**src/pkg/wake_flag_pkg.sv**
```systemverilog
package wake_flag_pkg;

    // =========================================================
    // geometry
    localparam int PIN_COUNT  = 16;
    localparam int FLAG_WIDTH = 8;
    localparam int ADDR_WIDTH = 8;
    localparam int DATA_WIDTH = 32;

    // =========================================================
    // register indices; byte address is four times the index
    localparam logic [ADDR_WIDTH-1:0] IDX_FLAGS_LOW  = 8'h05;
    localparam logic [ADDR_WIDTH-1:0] IDX_FLAGS_HIGH = 8'h06;
    localparam logic [ADDR_WIDTH-1:0] IDX_IRQ_MASK   = 8'h08;
    localparam logic [ADDR_WIDTH-1:0] IDX_EDGE_SEL   = 8'h09;
    localparam logic [ADDR_WIDTH-1:0] IDX_MODE_STAT  = 8'h0a;

    localparam logic [ADDR_WIDTH-1:0] ADDR_FLAGS_LOW  = IDX_FLAGS_LOW << 2;
    localparam logic [ADDR_WIDTH-1:0] ADDR_FLAGS_HIGH = IDX_FLAGS_HIGH << 2;
    localparam logic [ADDR_WIDTH-1:0] ADDR_IRQ_MASK   = IDX_IRQ_MASK << 2;
    localparam logic [ADDR_WIDTH-1:0] ADDR_EDGE_SEL   = IDX_EDGE_SEL << 2;
    localparam logic [ADDR_WIDTH-1:0] ADDR_MODE_STAT  = IDX_MODE_STAT << 2;

    // =========================================================
    // reset values
    localparam logic [FLAG_WIDTH-1:0] FLAGS_RESET    = 8'h00;
    localparam logic [PIN_COUNT-1:0]  MASK_RESET     = 16'h0000;
    localparam logic [2*PIN_COUNT-1:0] EDGE_SEL_RESET = 32'h0000_0000;

    // =========================================================
    // mode status field positions
    localparam int MODE_SHALLOW_BIT = 0;
    localparam int MODE_DEEP_BIT    = 1;

    // =========================================================
    // axi responses
    localparam logic [1:0] RESP_OKAY   = 2'h0;
    localparam logic [1:0] RESP_SLVERR = 2'h2;

    // =========================================================
    // edge select encoding of each pin's 2-bit field
    typedef enum logic [1:0] {
        EDGE_OFF     = 2'h0,
        EDGE_RISING  = 2'h1,
        EDGE_FALLING = 2'h2,
        EDGE_ANY     = 2'h3
    } pin_wake_edge_select_t;

    // =========================================================
    // software-owned configuration
    typedef struct packed {
        logic [2*PIN_COUNT-1:0] edge_sel;
        logic [PIN_COUNT-1:0]   irq_mask;
    } wake_cfg_t;

    // one held write: address and data may arrive in either order
    typedef struct packed {
        logic                    addr_held;
        logic                    data_held;
        logic [ADDR_WIDTH-1:0]   addr;
        logic [DATA_WIDTH-1:0]   data;
        logic [DATA_WIDTH/8-1:0] strb;
    } write_hold_t;

endpackage

```
**src/rtl/low_leak_wake_unit.sv**
```systemverilog
// Decided for this implementation: the AXI4-Lite interface to the registers.
`timescale 1ns/1ns

// Overview of operation
// - enabled pin's detected wake edge during stop sets its flag to 1.
// - flags are readable and write-1-to-clear; writing 1 clears, writing 0 leaves unchanged.
// - clearing a pin's edge select never clears its already set flag.
// - in shallow stop a set flag raises the cpu interrupt wake request.
// - in deep stop a set flag raises the chip reset wake request.
// - flags clear only on chip reset not from deep-stop wakeup.
// - high flag register at index 6h; bit 7 is pin 15, bit 0 pin 8.
// - low flag register bit n maps to wake pin n.
// - edge select 00 off, 01 rising, 10 falling, 11 any change.
module low_leak_wake_unit #(
    parameter int PIN_COUNT = wake_flag_pkg::PIN_COUNT
) (
    input  wire logic                                  aclk,
    input  wire logic                                  aresetn,
    input  wire logic                                  wake_reset_n,
    input  wire logic [PIN_COUNT-1:0]                  wake_pin_input,
    input  wire logic                                  low_leak_stop_mode,
    input  wire logic                                  very_low_leak_stop_mode,
    output logic                                       wake_cpu_interrupt,
    output logic                                       wake_reset_request,
    output logic                                       irq,
    input  wire logic [wake_flag_pkg::ADDR_WIDTH-1:0]  s_axi_awaddr,
    input  wire logic                                  s_axi_awvalid,
    output logic                                       s_axi_awready,
    input  wire logic [wake_flag_pkg::DATA_WIDTH-1:0]  s_axi_wdata,
    input  wire logic [wake_flag_pkg::DATA_WIDTH/8-1:0] s_axi_wstrb,
    input  wire logic                                  s_axi_wvalid,
    output logic                                       s_axi_wready,
    output logic [1:0]                                 s_axi_bresp,
    output logic                                       s_axi_bvalid,
    input  wire logic                                  s_axi_bready,
    input  wire logic [wake_flag_pkg::ADDR_WIDTH-1:0]  s_axi_araddr,
    input  wire logic                                  s_axi_arvalid,
    output logic                                       s_axi_arready,
    output logic [wake_flag_pkg::DATA_WIDTH-1:0]       s_axi_rdata,
    output logic [1:0]                                 s_axi_rresp,
    output logic                                       s_axi_rvalid,
    input  wire logic                                  s_axi_rready
);

    localparam int FW = wake_flag_pkg::FLAG_WIDTH;
    localparam int DW = wake_flag_pkg::DATA_WIDTH;

    // =========================================================
    // pin synchronisers and edge detection
    logic [PIN_COUNT-1:0] pin_meta;
    logic [PIN_COUNT-1:0] pin_sync;
    logic [PIN_COUNT-1:0] pin_prev;
    logic [PIN_COUNT-1:0] pin_event;
    logic                 in_stop;

    wake_flag_pkg::wake_cfg_t cfg;
    wake_flag_pkg::wake_cfg_t next_cfg;

    // no reset on the chain: it only follows the pins, and reset outlasts the
    // three stages, so no false edge is seen when reset ends
    // pin_meta is read only by pin_sync
    always_ff @(posedge aclk) begin
        pin_meta <= wake_pin_input;
        pin_sync <= pin_meta;
        pin_prev <= pin_sync;
    end

    assign in_stop = low_leak_stop_mode | very_low_leak_stop_mode;

    // pulses shorter than a clock period may be missed; the pins are assumed slow
    generate
        for (genvar p = 0; p < PIN_COUNT; p++) begin : g_detect
            wake_flag_pkg::pin_wake_edge_select_t sel;
            assign sel = wake_flag_pkg::pin_wake_edge_select_t'(cfg.edge_sel[2*p +: 2]);
            always_comb begin
                unique case (sel)
                    wake_flag_pkg::EDGE_OFF:     pin_event[p] = 1'b0;
                    wake_flag_pkg::EDGE_RISING:  pin_event[p] = pin_sync[p] & ~pin_prev[p];
                    wake_flag_pkg::EDGE_FALLING: pin_event[p] = ~pin_sync[p] & pin_prev[p];
                    wake_flag_pkg::EDGE_ANY:     pin_event[p] = pin_sync[p] ^ pin_prev[p];
                endcase
            end
        end
    endgenerate

    // =========================================================
    // axi4-lite write channel
    wake_flag_pkg::write_hold_t wr;
    wake_flag_pkg::write_hold_t next_wr;
    logic                       next_awready;
    logic                       next_wready;
    logic                       next_bvalid;
    logic [1:0]                 next_bresp;
    logic                       wr_fire;
    logic [PIN_COUNT-1:0]       flag_clear;
    logic                       addr_mapped;

    assign wr_fire = wr.addr_held & wr.data_held & ~s_axi_bvalid;

    // handshake only; what the held write does is decoded below
    always_comb begin
        next_wr      = wr;
        next_bvalid  = s_axi_bvalid;
        next_bresp   = s_axi_bresp;
        if (s_axi_awvalid & s_axi_awready) begin
            next_wr.addr_held = 1'b1;
            next_wr.addr      = s_axi_awaddr;
        end
        if (s_axi_wvalid & s_axi_wready) begin
            next_wr.data_held = 1'b1;
            next_wr.data      = s_axi_wdata;
            next_wr.strb      = s_axi_wstrb;
        end
        if (s_axi_bvalid & s_axi_bready) begin
            next_bvalid = 1'b0;
        end
        if (wr_fire) begin
            next_wr.addr_held = 1'b0;
            next_wr.data_held = 1'b0;
            next_bvalid       = 1'b1;
            next_bresp        = addr_mapped ? wake_flag_pkg::RESP_OKAY
                                            : wake_flag_pkg::RESP_SLVERR;
        end
        next_awready = ~next_wr.addr_held & ~next_bvalid;
        next_wready  = ~next_wr.data_held & ~next_bvalid;
    end

    // register write decode; a write to an unmapped word changes nothing
    always_comb begin
        next_cfg    = cfg;
        flag_clear  = '0;
        addr_mapped = 1'b1;
        if (wr_fire) begin
            unique case (wr.addr)
                wake_flag_pkg::ADDR_FLAGS_LOW: begin
                    if (wr.strb[0]) begin
                        flag_clear[FW-1:0] = wr.data[FW-1:0];
                    end
                end
                wake_flag_pkg::ADDR_FLAGS_HIGH: begin
                    if (wr.strb[0]) begin
                        flag_clear[2*FW-1:FW] = wr.data[FW-1:0];
                    end
                end
                wake_flag_pkg::ADDR_IRQ_MASK: begin
                    for (int b = 0; b < PIN_COUNT/8; b++) begin
                        if (wr.strb[b]) begin
                            next_cfg.irq_mask[8*b +: 8] = wr.data[8*b +: 8];
                        end
                    end
                end
                wake_flag_pkg::ADDR_EDGE_SEL: begin
                    for (int b = 0; b < PIN_COUNT/4; b++) begin
                        if (wr.strb[b]) begin
                            next_cfg.edge_sel[8*b +: 8] = wr.data[8*b +: 8];
                        end
                    end
                end
                wake_flag_pkg::ADDR_MODE_STAT: begin
                    // read-only status: the write is answered but dropped
                    addr_mapped = 1'b1;
                end
                default: begin
                    addr_mapped = 1'b0;
                end
            endcase
        end
    end

    // bus-side state restarts on every reset, including deep-stop wakeup resets
    always_ff @(posedge aclk) begin
        if (!aresetn || !wake_reset_n) begin
            wr            <= '0;
            s_axi_awready <= 1'b0;
            s_axi_wready  <= 1'b0;
            s_axi_bvalid  <= 1'b0;
            s_axi_bresp   <= wake_flag_pkg::RESP_OKAY;
        end else begin
            wr            <= next_wr;
            s_axi_awready <= next_awready;
            s_axi_wready  <= next_wready;
            s_axi_bvalid  <= next_bvalid;
            s_axi_bresp   <= next_bresp;
        end
    end

    // =========================================================
    // wake flags and configuration
    logic [PIN_COUNT-1:0] flags;
    logic [PIN_COUNT-1:0] next_flags;

    // set wins over a simultaneous clear; edge select changes never clear
    generate
        for (genvar p = 0; p < PIN_COUNT; p++) begin : g_flag
            always_comb begin
                next_flags[p] = (flags[p] & ~flag_clear[p])
                              | (pin_event[p] & in_stop);
            end
        end
    endgenerate

    // only chip reset clears these; deep-stop wakeup resets must not lose the source
    always_ff @(posedge aclk) begin
        if (!aresetn) begin
            flags <= {2{wake_flag_pkg::FLAGS_RESET}};
        end else begin
            flags <= next_flags;
        end
    end

    // configuration survives deep-stop wakeup resets as the flags do
    always_ff @(posedge aclk) begin
        if (!aresetn) begin
            cfg <= '{edge_sel: wake_flag_pkg::EDGE_SEL_RESET,
                     irq_mask: wake_flag_pkg::MASK_RESET};
        end else begin
            cfg <= next_cfg;
        end
    end

    // =========================================================
    // wake requests and interrupt
    logic next_cpu_wake;
    logic next_reset_wake;
    logic next_irq;

    // registered so the request lines cannot glitch while flags and mode change
    always_comb begin
        next_cpu_wake   = low_leak_stop_mode & (|flags);
        next_reset_wake = very_low_leak_stop_mode & (|flags);
        next_irq        = |(flags & cfg.irq_mask);
    end

    always_ff @(posedge aclk) begin
        if (!aresetn || !wake_reset_n) begin
            wake_cpu_interrupt <= 1'b0;
            wake_reset_request <= 1'b0;
            irq                <= 1'b0;
        end else begin
            wake_cpu_interrupt <= next_cpu_wake;
            wake_reset_request <= next_reset_wake;
            irq                <= next_irq;
        end
    end

    // =========================================================
    // axi4-lite read channel
    logic          next_arready;
    logic          next_rvalid;
    logic [DW-1:0] next_rdata;
    logic [1:0]    next_rresp;
    logic [DW-1:0] read_mux;
    logic          read_mapped;

    // read decode; unmapped words read as zero with an error response
    always_comb begin
        read_mux    = '0;
        read_mapped = 1'b1;
        unique case (s_axi_araddr)
            wake_flag_pkg::ADDR_FLAGS_LOW:  read_mux[FW-1:0] = flags[FW-1:0];
            wake_flag_pkg::ADDR_FLAGS_HIGH: read_mux[FW-1:0] = flags[2*FW-1:FW];
            wake_flag_pkg::ADDR_IRQ_MASK:   read_mux[PIN_COUNT-1:0] = cfg.irq_mask;
            wake_flag_pkg::ADDR_EDGE_SEL:   read_mux[2*PIN_COUNT-1:0] = cfg.edge_sel;
            wake_flag_pkg::ADDR_MODE_STAT: begin
                // the stop mode inputs as they stand, not latched
                read_mux[wake_flag_pkg::MODE_SHALLOW_BIT] = low_leak_stop_mode;
                read_mux[wake_flag_pkg::MODE_DEEP_BIT]    = very_low_leak_stop_mode;
            end
            default: read_mapped = 1'b0;
        endcase
    end

    always_comb begin
        next_rvalid  = s_axi_rvalid;
        next_rdata   = s_axi_rdata;
        next_rresp   = s_axi_rresp;
        if (s_axi_rvalid & s_axi_rready) begin
            next_rvalid = 1'b0;
        end
        if (s_axi_arvalid & s_axi_arready) begin
            next_rvalid = 1'b1;
            next_rresp  = read_mapped ? wake_flag_pkg::RESP_OKAY : wake_flag_pkg::RESP_SLVERR;
            next_rdata  = read_mux;
        end
        // one read in flight: refuse the next address until the data is taken
        next_arready = ~next_rvalid;
    end

    always_ff @(posedge aclk) begin
        if (!aresetn || !wake_reset_n) begin
            s_axi_arready <= 1'b0;
            s_axi_rvalid  <= 1'b0;
            s_axi_rdata   <= '0;
            s_axi_rresp   <= wake_flag_pkg::RESP_OKAY;
        end else begin
            s_axi_arready <= next_arready;
            s_axi_rvalid  <= next_rvalid;
            s_axi_rdata   <= next_rdata;
            s_axi_rresp   <= next_rresp;
        end
    end

endmodule

```
**config.mk**
```make
export PLATFORM = sky130hd
export DESIGN_NAME = low_leak_wake_unit
export DESIGN_NICKNAME = d
export VERILOG_FILES = /design/src/pkg/wake_flag_pkg.sv /design/src/rtl/low_leak_wake_unit.sv
export SDC_FILE = /design/constraint.sdc
export NUM_CORES = 1
export LEC_CHECK = 0
export BUFFER_PORTS_ARGS = -buffer_cell sky130_fd_sc_hd__buf_2
export CAP_MARGIN = 25
export CORE_AREA = 2 2 155 218
export CTS_CLUSTER_DIAMETER = 50
export CTS_CLUSTER_SIZE = 25
export DETAILED_ROUTE_END_ITERATION = 10
export DIE_AREA = 0 0 157 220
export HOLD_SLACK_MARGIN = 0.08
export SYNTH_ARGS = -nofsm -noshare
export SYNTH_HDL_FRONTEND = slang
export SYNTH_SLANG_ARGS = --single-unit
```
**constraint.sdc**
```tcl
create_clock -name aclk -period 1.93 [get_ports aclk]
set_input_delay 0.193 -clock aclk [delete_from_list [all_inputs] [get_ports aclk]]
set_output_delay 0.193 -clock aclk [all_outputs]
set_load 0.05 [all_outputs]
```
==> results.toml, run 1 <==
[clocking]
post_cts.resized_instances = 0
clock_tree.root_cell = "sky130_fd_sc_hd__clkbuf_16"
cts.reportedPaths.clkPinSlew_ns = 0.08
cts_buffers = 17
h-tree-depth = 4
worstSkewPairLatency_ns = 0.45
clock-sinks = 200
clock_tree_from_tritoncts = "built"
cts-root-to-sink-buffers = 2

[route]
drcViolationCount = 0
detailedRoute.firstIterationViolations = 274
ant_nets = 0
drt_pass1_iterations = 5
wl_per_cell_um = 14.9
finalWirelength_mm = 22.2
vias = 6472
detail_routed_via_count_per_cell = 4.35

[worst_setup_path]
critical_path.endpoint_type = "register"
largest_fanout_of_any_net_on_the_critical_path = 8
critical-path-slowest-cell = "sky130_fd_sc_hd__or4b_4"
critical_path_required_ns = 2.27
worstPathCellList = "or4b_4 > nor4_4 > buf_4 > nand2_1 > a32o_1"
cp_data_arrival_time_ns = 2.16
setup.worst_path.start_class = "register"
path_class = "register to register"
worst_path_largest_cell_delay_ns = 0.55
worst-path-buf-inv = 1
critPathTopFamily = "simple AND/OR/NAND/NOR gates"

[floorplanning]
die_h_um = 220
coreArea_sq_mm = 0.0327
die_w_um = 157
start_util = 0.245
die_area_sq_mm = 0.0345
io-pin-count = 122
fp-row-count = 79

[grt]
overall_global_routing_usage = 0.132
grt_overflow = 0
grt_antenna_before_repair = 0
grt_first_pass_wirelength_mm = 34.7
via_count_of_the_first_global_routing_pass = 6331
pin_count_of_the_biggest_net_entering_global_routing = 58

[synth]
synth-seq-area-share = 0.499
synth_top_cell_by_area = "sky130_fd_sc_hd__dfxtp_1"
synthesis.area_per_instance_sq_um = 9.59
synth-async-reset-ratio = 0
synth_top_cell_area_share = 0.499
synth_area_leaders = "sky130_fd_sc_hd__dfxtp_1 (50%), sky130_fd_sc_hd__mux2i_1 (6.6%), sky130_fd_sc_hd__nor2b_1 (6.5%), sky130_fd_sc_hd__nand2_1 (6.3%), sky130_fd_sc_hd__ha_1 (5.0%)"
synth_cells = 837
synth_cell_type_count = 45
yosys_synthesis_warning_count = 0
synth_enable_flop_cells = 0
ys_dominant_reg_cell = "sky130_fd_sc_hd__dfxtp_1"
postSynthRegisterBits = 200
post_synth_instance_area_sq_mm = 0.00803

[sta]
final_period_minus_worst_setup_slack_ns = 1.81
transition_time_at_the_pin_with_the_least_slew_margin_ns = 0.659
fmax_mhz = 551
skew_ns = 0.0122
rsz_0062_raised_after_global_routing = "no"
final_hold_viol_count = 0
fin_tns_setup_ns = 0
finalMaxSlewViolations = 0
slew_headroom = 0.561
finalCritPeriodShare = 0.940
setup_viol = 0

[final_layout]
insertedDiodeCount = 0
finish.net_count = 1141
multi_input_area_sq_mm = 0.00375
post_layout_nonfiller_instances = 1489
register_area_sq_mm = 0.00400
fillerInstances = 3423
final_core_utilization = 0.320
layout_common_cells = "sky130_fd_sc_hd__dfxtp_1 (200), sky130_fd_sc_hd__nand2_1 (133), sky130_fd_sc_hd__buf_2 (119)"
syn2layout_area_growth_pct = 30.3
layout.cells.most_common = "sky130_fd_sc_hd__dfxtp_1"
drive_above_1_share = 0.194

[job]
drv.max_cap_violation_count = 0

[pwr]
p_per_area_mw_per_mm2 = 785
total_leakage_power_uw = 0.00439
ir_drop_mv = 0.586

[worst_hold_path]
worstHoldPathType = "input pin to register"

[placed_design]
detailedPlacementHpwl_mm = 16.3
dp_cells = 1391
portBuffers = 119
finalWeightedCongestion = 0.878

[status]
outcome = "complete, no violations"
final cells by class:
cell class | count | area share
Multi-Input combinational cell | 569 | 0.359
Tap cell | 445 | 0.0532
Timing Repair Buffer | 210 | 0.139
Sequential cell | 200 | 0.383
Clock inverter | 13 | 0.0123
Clock buffer | 19 | 0.0423
Inverter | 33 | 0.0118
cells by family after synthesis:
family,after synthesis,synth area share
AO/OA/AOI/OAI,165,0.132
XOR/XNOR,1,0.00109
other,1,0.000467
AND/OR/NAND/NOR,308,0.206
flip-flops,200,0.499
adder cells (fa/ha/maj),32,0.0499
multiplexers,61,0.0773
buffers and inverters,69,0.0343
report_power, final:
group          switching, uW  total [uW]  internal, uW
combinational            262         498           236
sequential              45.8        4240          4200
clock                   1720        3470          1750
registers in the layout (all words and copies together) (netlist names), 16 cells and up:
register and flops:
pin_sync 16, pin_prev 16, s_axi_rdata 32, cfg 48, flags 16, pin_meta 16, wr 46
routing by layer:
metal / GRT usage / share of wire / vias to the layer above
met2: 0.226 / 0.50 / 139
met4: 0.0746 / 0.042 / 0
met3: 0.0297 / 0.039 / 40
li1: - / - / 3274
met1: 0.151 / 0.42 / 3019
met5: 0 / 0 / -
synth_stat cells, types with 4 or more instances:
cell,instances
sky130_fd_sc_hd__a31oi_1,5
sky130_fd_sc_hd__o22a_1,5
sky130_fd_sc_hd__nor4_4,4
sky130_fd_sc_hd__mux2i_1,53
sky130_fd_sc_hd__a22oi_1,32
sky130_fd_sc_hd__nor2_1,34
sky130_fd_sc_hd__nand2b_1,5
sky130_fd_sc_hd__nor2b_1,83
sky130_fd_sc_hd__nand4_2,6
sky130_fd_sc_hd__nand3b_1,7
sky130_fd_sc_hd__nand2_1,134
sky130_fd_sc_hd__mux2_2,8
sky130_fd_sc_hd__clkbuf_1,27
sky130_fd_sc_hd__a32o_1,16
sky130_fd_sc_hd__a21oi_1,46
sky130_fd_sc_hd__buf_1,5
sky130_fd_sc_hd__o21ai_0,47
sky130_fd_sc_hd__inv_1,33
sky130_fd_sc_hd__dfxtp_1,200
sky130_fd_sc_hd__nor4_1,5
sky130_fd_sc_hd__ha_1,32
sky130_fd_sc_hd__nor3_1,8
sky130_fd_sc_hd__and2_1,6
per-stage QoR:
step / hold WS, ns / power, uW / setup slack, ns / cell area (sq um)
2_1_floorplan: 0.221 / 4560 / 0.0995 / 8030
3_3_place_gp: 0.296 / 4730 / 0.147 / 9240
3_5_place_dp: 0.297 / 4740 / 0.109 / 9240
4_1_cts: 0.102 / 8330 / 0.107 / 10400
5_1_grt: 0.107 / 8540 / 0.0451 / 10500
6_report: 0.119 / 8210 / 0.116 / 10500
path summary, 6_finish.rpt:
path / start / end / slack (ns) / depth (start not counted)
worst max register to register: wr[37]$_SDFFE_PP0P_ / flags[7]$_SDFF_PN0_ / 0.12 / 5
worst max-delay path: wr[37]$_SDFFE_PP0P_ / flags[7]$_SDFF_PN0_ / 0.12 / 5
worst min register to register: pin_meta[9]$_DFF_P_ / pin_sync[9]$_DFF_P_ / 0.33 / 0
worst min-delay path: s_axi_araddr[0] / s_axi_rdata[0]$_SDFFE_PP0P_ / 0.12 / 4
tightest hold or removal path: cells and delay by family:
kind,cells,cell delay [ns]
simple gates,1,0.07
buf+inv,1,0.10
compound gates,2,0.16
timing repair:
item | CTS | global route
hold endpoints to repair | 65 | 0
buffers inserted | 0 | 2
hold buffers | 64 | 0
endpoints found under the setup margin | 0 | 3
(Power assumes the default switching activity.)
==> inputs of run 2 (changes only) <==
GPL_ROUTABILITY_DRIVEN = 0   (was unset)
REMOVE_ABC_BUFFERS = 1   (was unset)
==> run 2 against run 1 <==
Non-clock buffer count fell by 2. Hold slack improved by 0.022 ns. Register-to-register slack got worse by 0.04 ns. Die area did not move. Wire length rose by 2.3%. Count of clock-buffer cells in the layout did not move. Combinational power rose by 3%. First-iteration DRC count rose by 40%. Sequential power barely moved. Maximum frequency fell by 2.3%. Sequential share of layout area barely moved. Critical path type unchanged. Critical endpoint is now flags[3]$_SDFF_PN0_. Largest power group unchanged.
==> results.toml, run 2 (synthesized netlist as in run 1, its figures left out) <==
[job]
drv.max_cap_violation_count = 0

[sta]
layout_setup_ws_ns = 0.0736
fmax_mhz = 539
slew_headroom = 0.530
skew_ns = 0.00699
final_period_minus_worst_setup_slack_ns = 1.86
transition_time_at_the_pin_with_the_least_slew_margin_ns = 0.687
setup_viol = 0
hold_slack_ns = 0.141
finalMaxSlewViolations = 0
rsz_0062_raised_after_global_routing = "no"
finalCritPeriodShare = 0.962
final_hold_viol_count = 0

[grt]
via_count_of_the_first_global_routing_pass = 6329
grt_overflow = 0
grt_antenna_before_repair = 0
overall_global_routing_usage = 0.134
pin_count_of_the_biggest_net_entering_global_routing = 40
grt_first_pass_wirelength_mm = 34.7

[worst_setup_path]
worstPathCellList = "or4b_4 > nor4_4 > buf_4 > nand2_1 > a32o_1"
critical_path.endpoint_type = "register"
critical_path_required_ns = 2.27
worst_path_largest_cell_delay_ns = 0.57
setup.worst_path.start_class = "register"
cp_data_arrival_time_ns = 2.20
path_class = "register to register"
largest_fanout_of_any_net_on_the_critical_path = 8
critical-path-slowest-cell = "sky130_fd_sc_hd__or4b_4"

[final_layout]
largest_registers = "cfg: 48 flops, wr: 46 flops, s_axi_rdata: 32 flops"
layout_common_cells = "sky130_fd_sc_hd__dfxtp_1 (200), sky130_fd_sc_hd__nand2_1 (133), sky130_fd_sc_hd__buf_2 (119)"
largest_register_ff_count = 48
finish.net_count = 1139
syn2layout_area_growth_pct = 30.4
layout.cells.most_common = "sky130_fd_sc_hd__dfxtp_1"
drive_above_1_share = 0.190
final_core_utilization = 0.320
top_register = "cfg"
insertedDiodeCount = 0
finish.instance_area_sq_mm = 0.0105
fillerInstances = 3395

[pwr]
clock_power_share = 0.433
p_per_area_mw_per_mm2 = 801
switching_share = 0.228
ir_drop_mv = 0.578
total_switching_power_uw = 1910
intPower_uw = 6470
power.combinational.fraction = 0.061
sequentialPowerShare = 0.506
total_leakage_power_uw = 0.00438
power_uw = 8390

[route]
drcViolationCount = 0
detail_routed_via_count_per_cell = 4.42
vias = 6554
detailedRoute.firstIterationViolations = 383
finalWirelength_mm = 22.7
ant_nets = 0
drt_pass1_iterations = 4
wl_per_cell_um = 15.3

[clocking]
cts.reportedPaths.clkPinSlew_ns = 0.07
h-tree-depth = 4
cts_buffers = 17
clock-sinks = 200
clock_tree.root_cell = "sky130_fd_sc_hd__clkbuf_16"
clock_tree_from_tritoncts = "built"
cts-root-to-sink-buffers = 2
worstSkewPairLatency_ns = 0.44
post_cts.resized_instances = 0

[floorplanning]
coreArea_sq_mm = 0.0327
die_h_um = 220
die_area_sq_mm = 0.0345
die_w_um = 157
io-pin-count = 122
start_util = 0.245
fp-row-count = 79

[placed_design]
dpl-instance-area_sq_mm = 0.00924
portBuffers = 119
detailedPlacementHpwl_mm = 16.3
place_ws_ns = 0.0682

[status]
outcome = "complete, no violations"

[worst_hold_path]
worstHoldPathType = "input pin to register"
==> run 2: cell types whose count changed in the layout (fill, tap and decap cells not counted), moves of 2 or more <==
cell                        change
sky130_fd_sc_hd__buf_4          -3
sky130_fd_sc_hd__inv_8          -3
sky130_fd_sc_hd__clkinv_4       -2
sky130_fd_sc_hd__bufinv_16      +3
==> run 2: critical path, delay by kind of cell (launching register included) <==
family	cells	cell delay, ns
flip-flops	1	0.37
AO/OA/AOI/OAI	1	0.26
buffers and inverters	1	0.20
AND/OR/NAND/NOR	3	0.92
==> run 2: path summary, 6_finish.rpt <==
check                                     end                start  slack, ns  cells after the start
setup reg to reg          flags[3]$_SDFF_PN0_  wr[36]$_SDFFE_PP0P_       0.07                      5
hold reg to reg           pin_sync[2]$_DFF_P_  pin_meta[2]$_DFF_P_       0.32                      0
hold / removal    s_axi_rdata[0]$_SDFFE_PP0P_      s_axi_araddr[0]       0.14                      4
setup / recovery          flags[3]$_SDFF_PN0_  wr[36]$_SDFFE_PP0P_       0.07                      5
==> run 2: layout make-up <==
type / count / area [sq um] / share of cell area
clock inverter: 10 / 148 / 0.0141
sequential: 200 / 4000 / 0.382
multi-input combinational: 569 / 3750 / 0.359
tap: 445 / 557 / 0.0532
clock buffer: 19 / 433 / 0.0414
inverter: 33 / 124 / 0.0118
timing repair buffer: 208 / 1450 / 0.138
==> run 2: power by group through the flow <==
stage	combinational (uW)	sequential [uW]	clock, uW
after floorplan	178	4340	0
after global placement	406	4330	0
after detailed placement	414	4340	0
after CTS	515	4240	3730
after global routing	566	4250	3890
final	512	4240	3630
==> run 2: per-stage QoR <==
stage               TNS [ns]  std cells
floorplan              -5.76        802
global placement           0       1390
detailed placement         0       1390
CTS                        0       1483
global route               0       1484
finish                     0       1484
==> run 2: what timing repair did <==
action                                  in CTS  in global routing
endpoints found under the hold margin       65                  0
hold buffers                                64                  0
buffers inserted                             0                  1
endpoints found under the setup margin       0                  5
==> run 2: routing by layer <==
metal / vias to the layer above / global-route usage / wire length (um)
met5: - / 0 / 0
met4: 0 / 0.0593 / 548
met3: 28 / 0.0250 / 702
met2: 127 / 0.250 / 12300
met1: 3145 / 0.147 / 9180
li1: 3254 / - / -
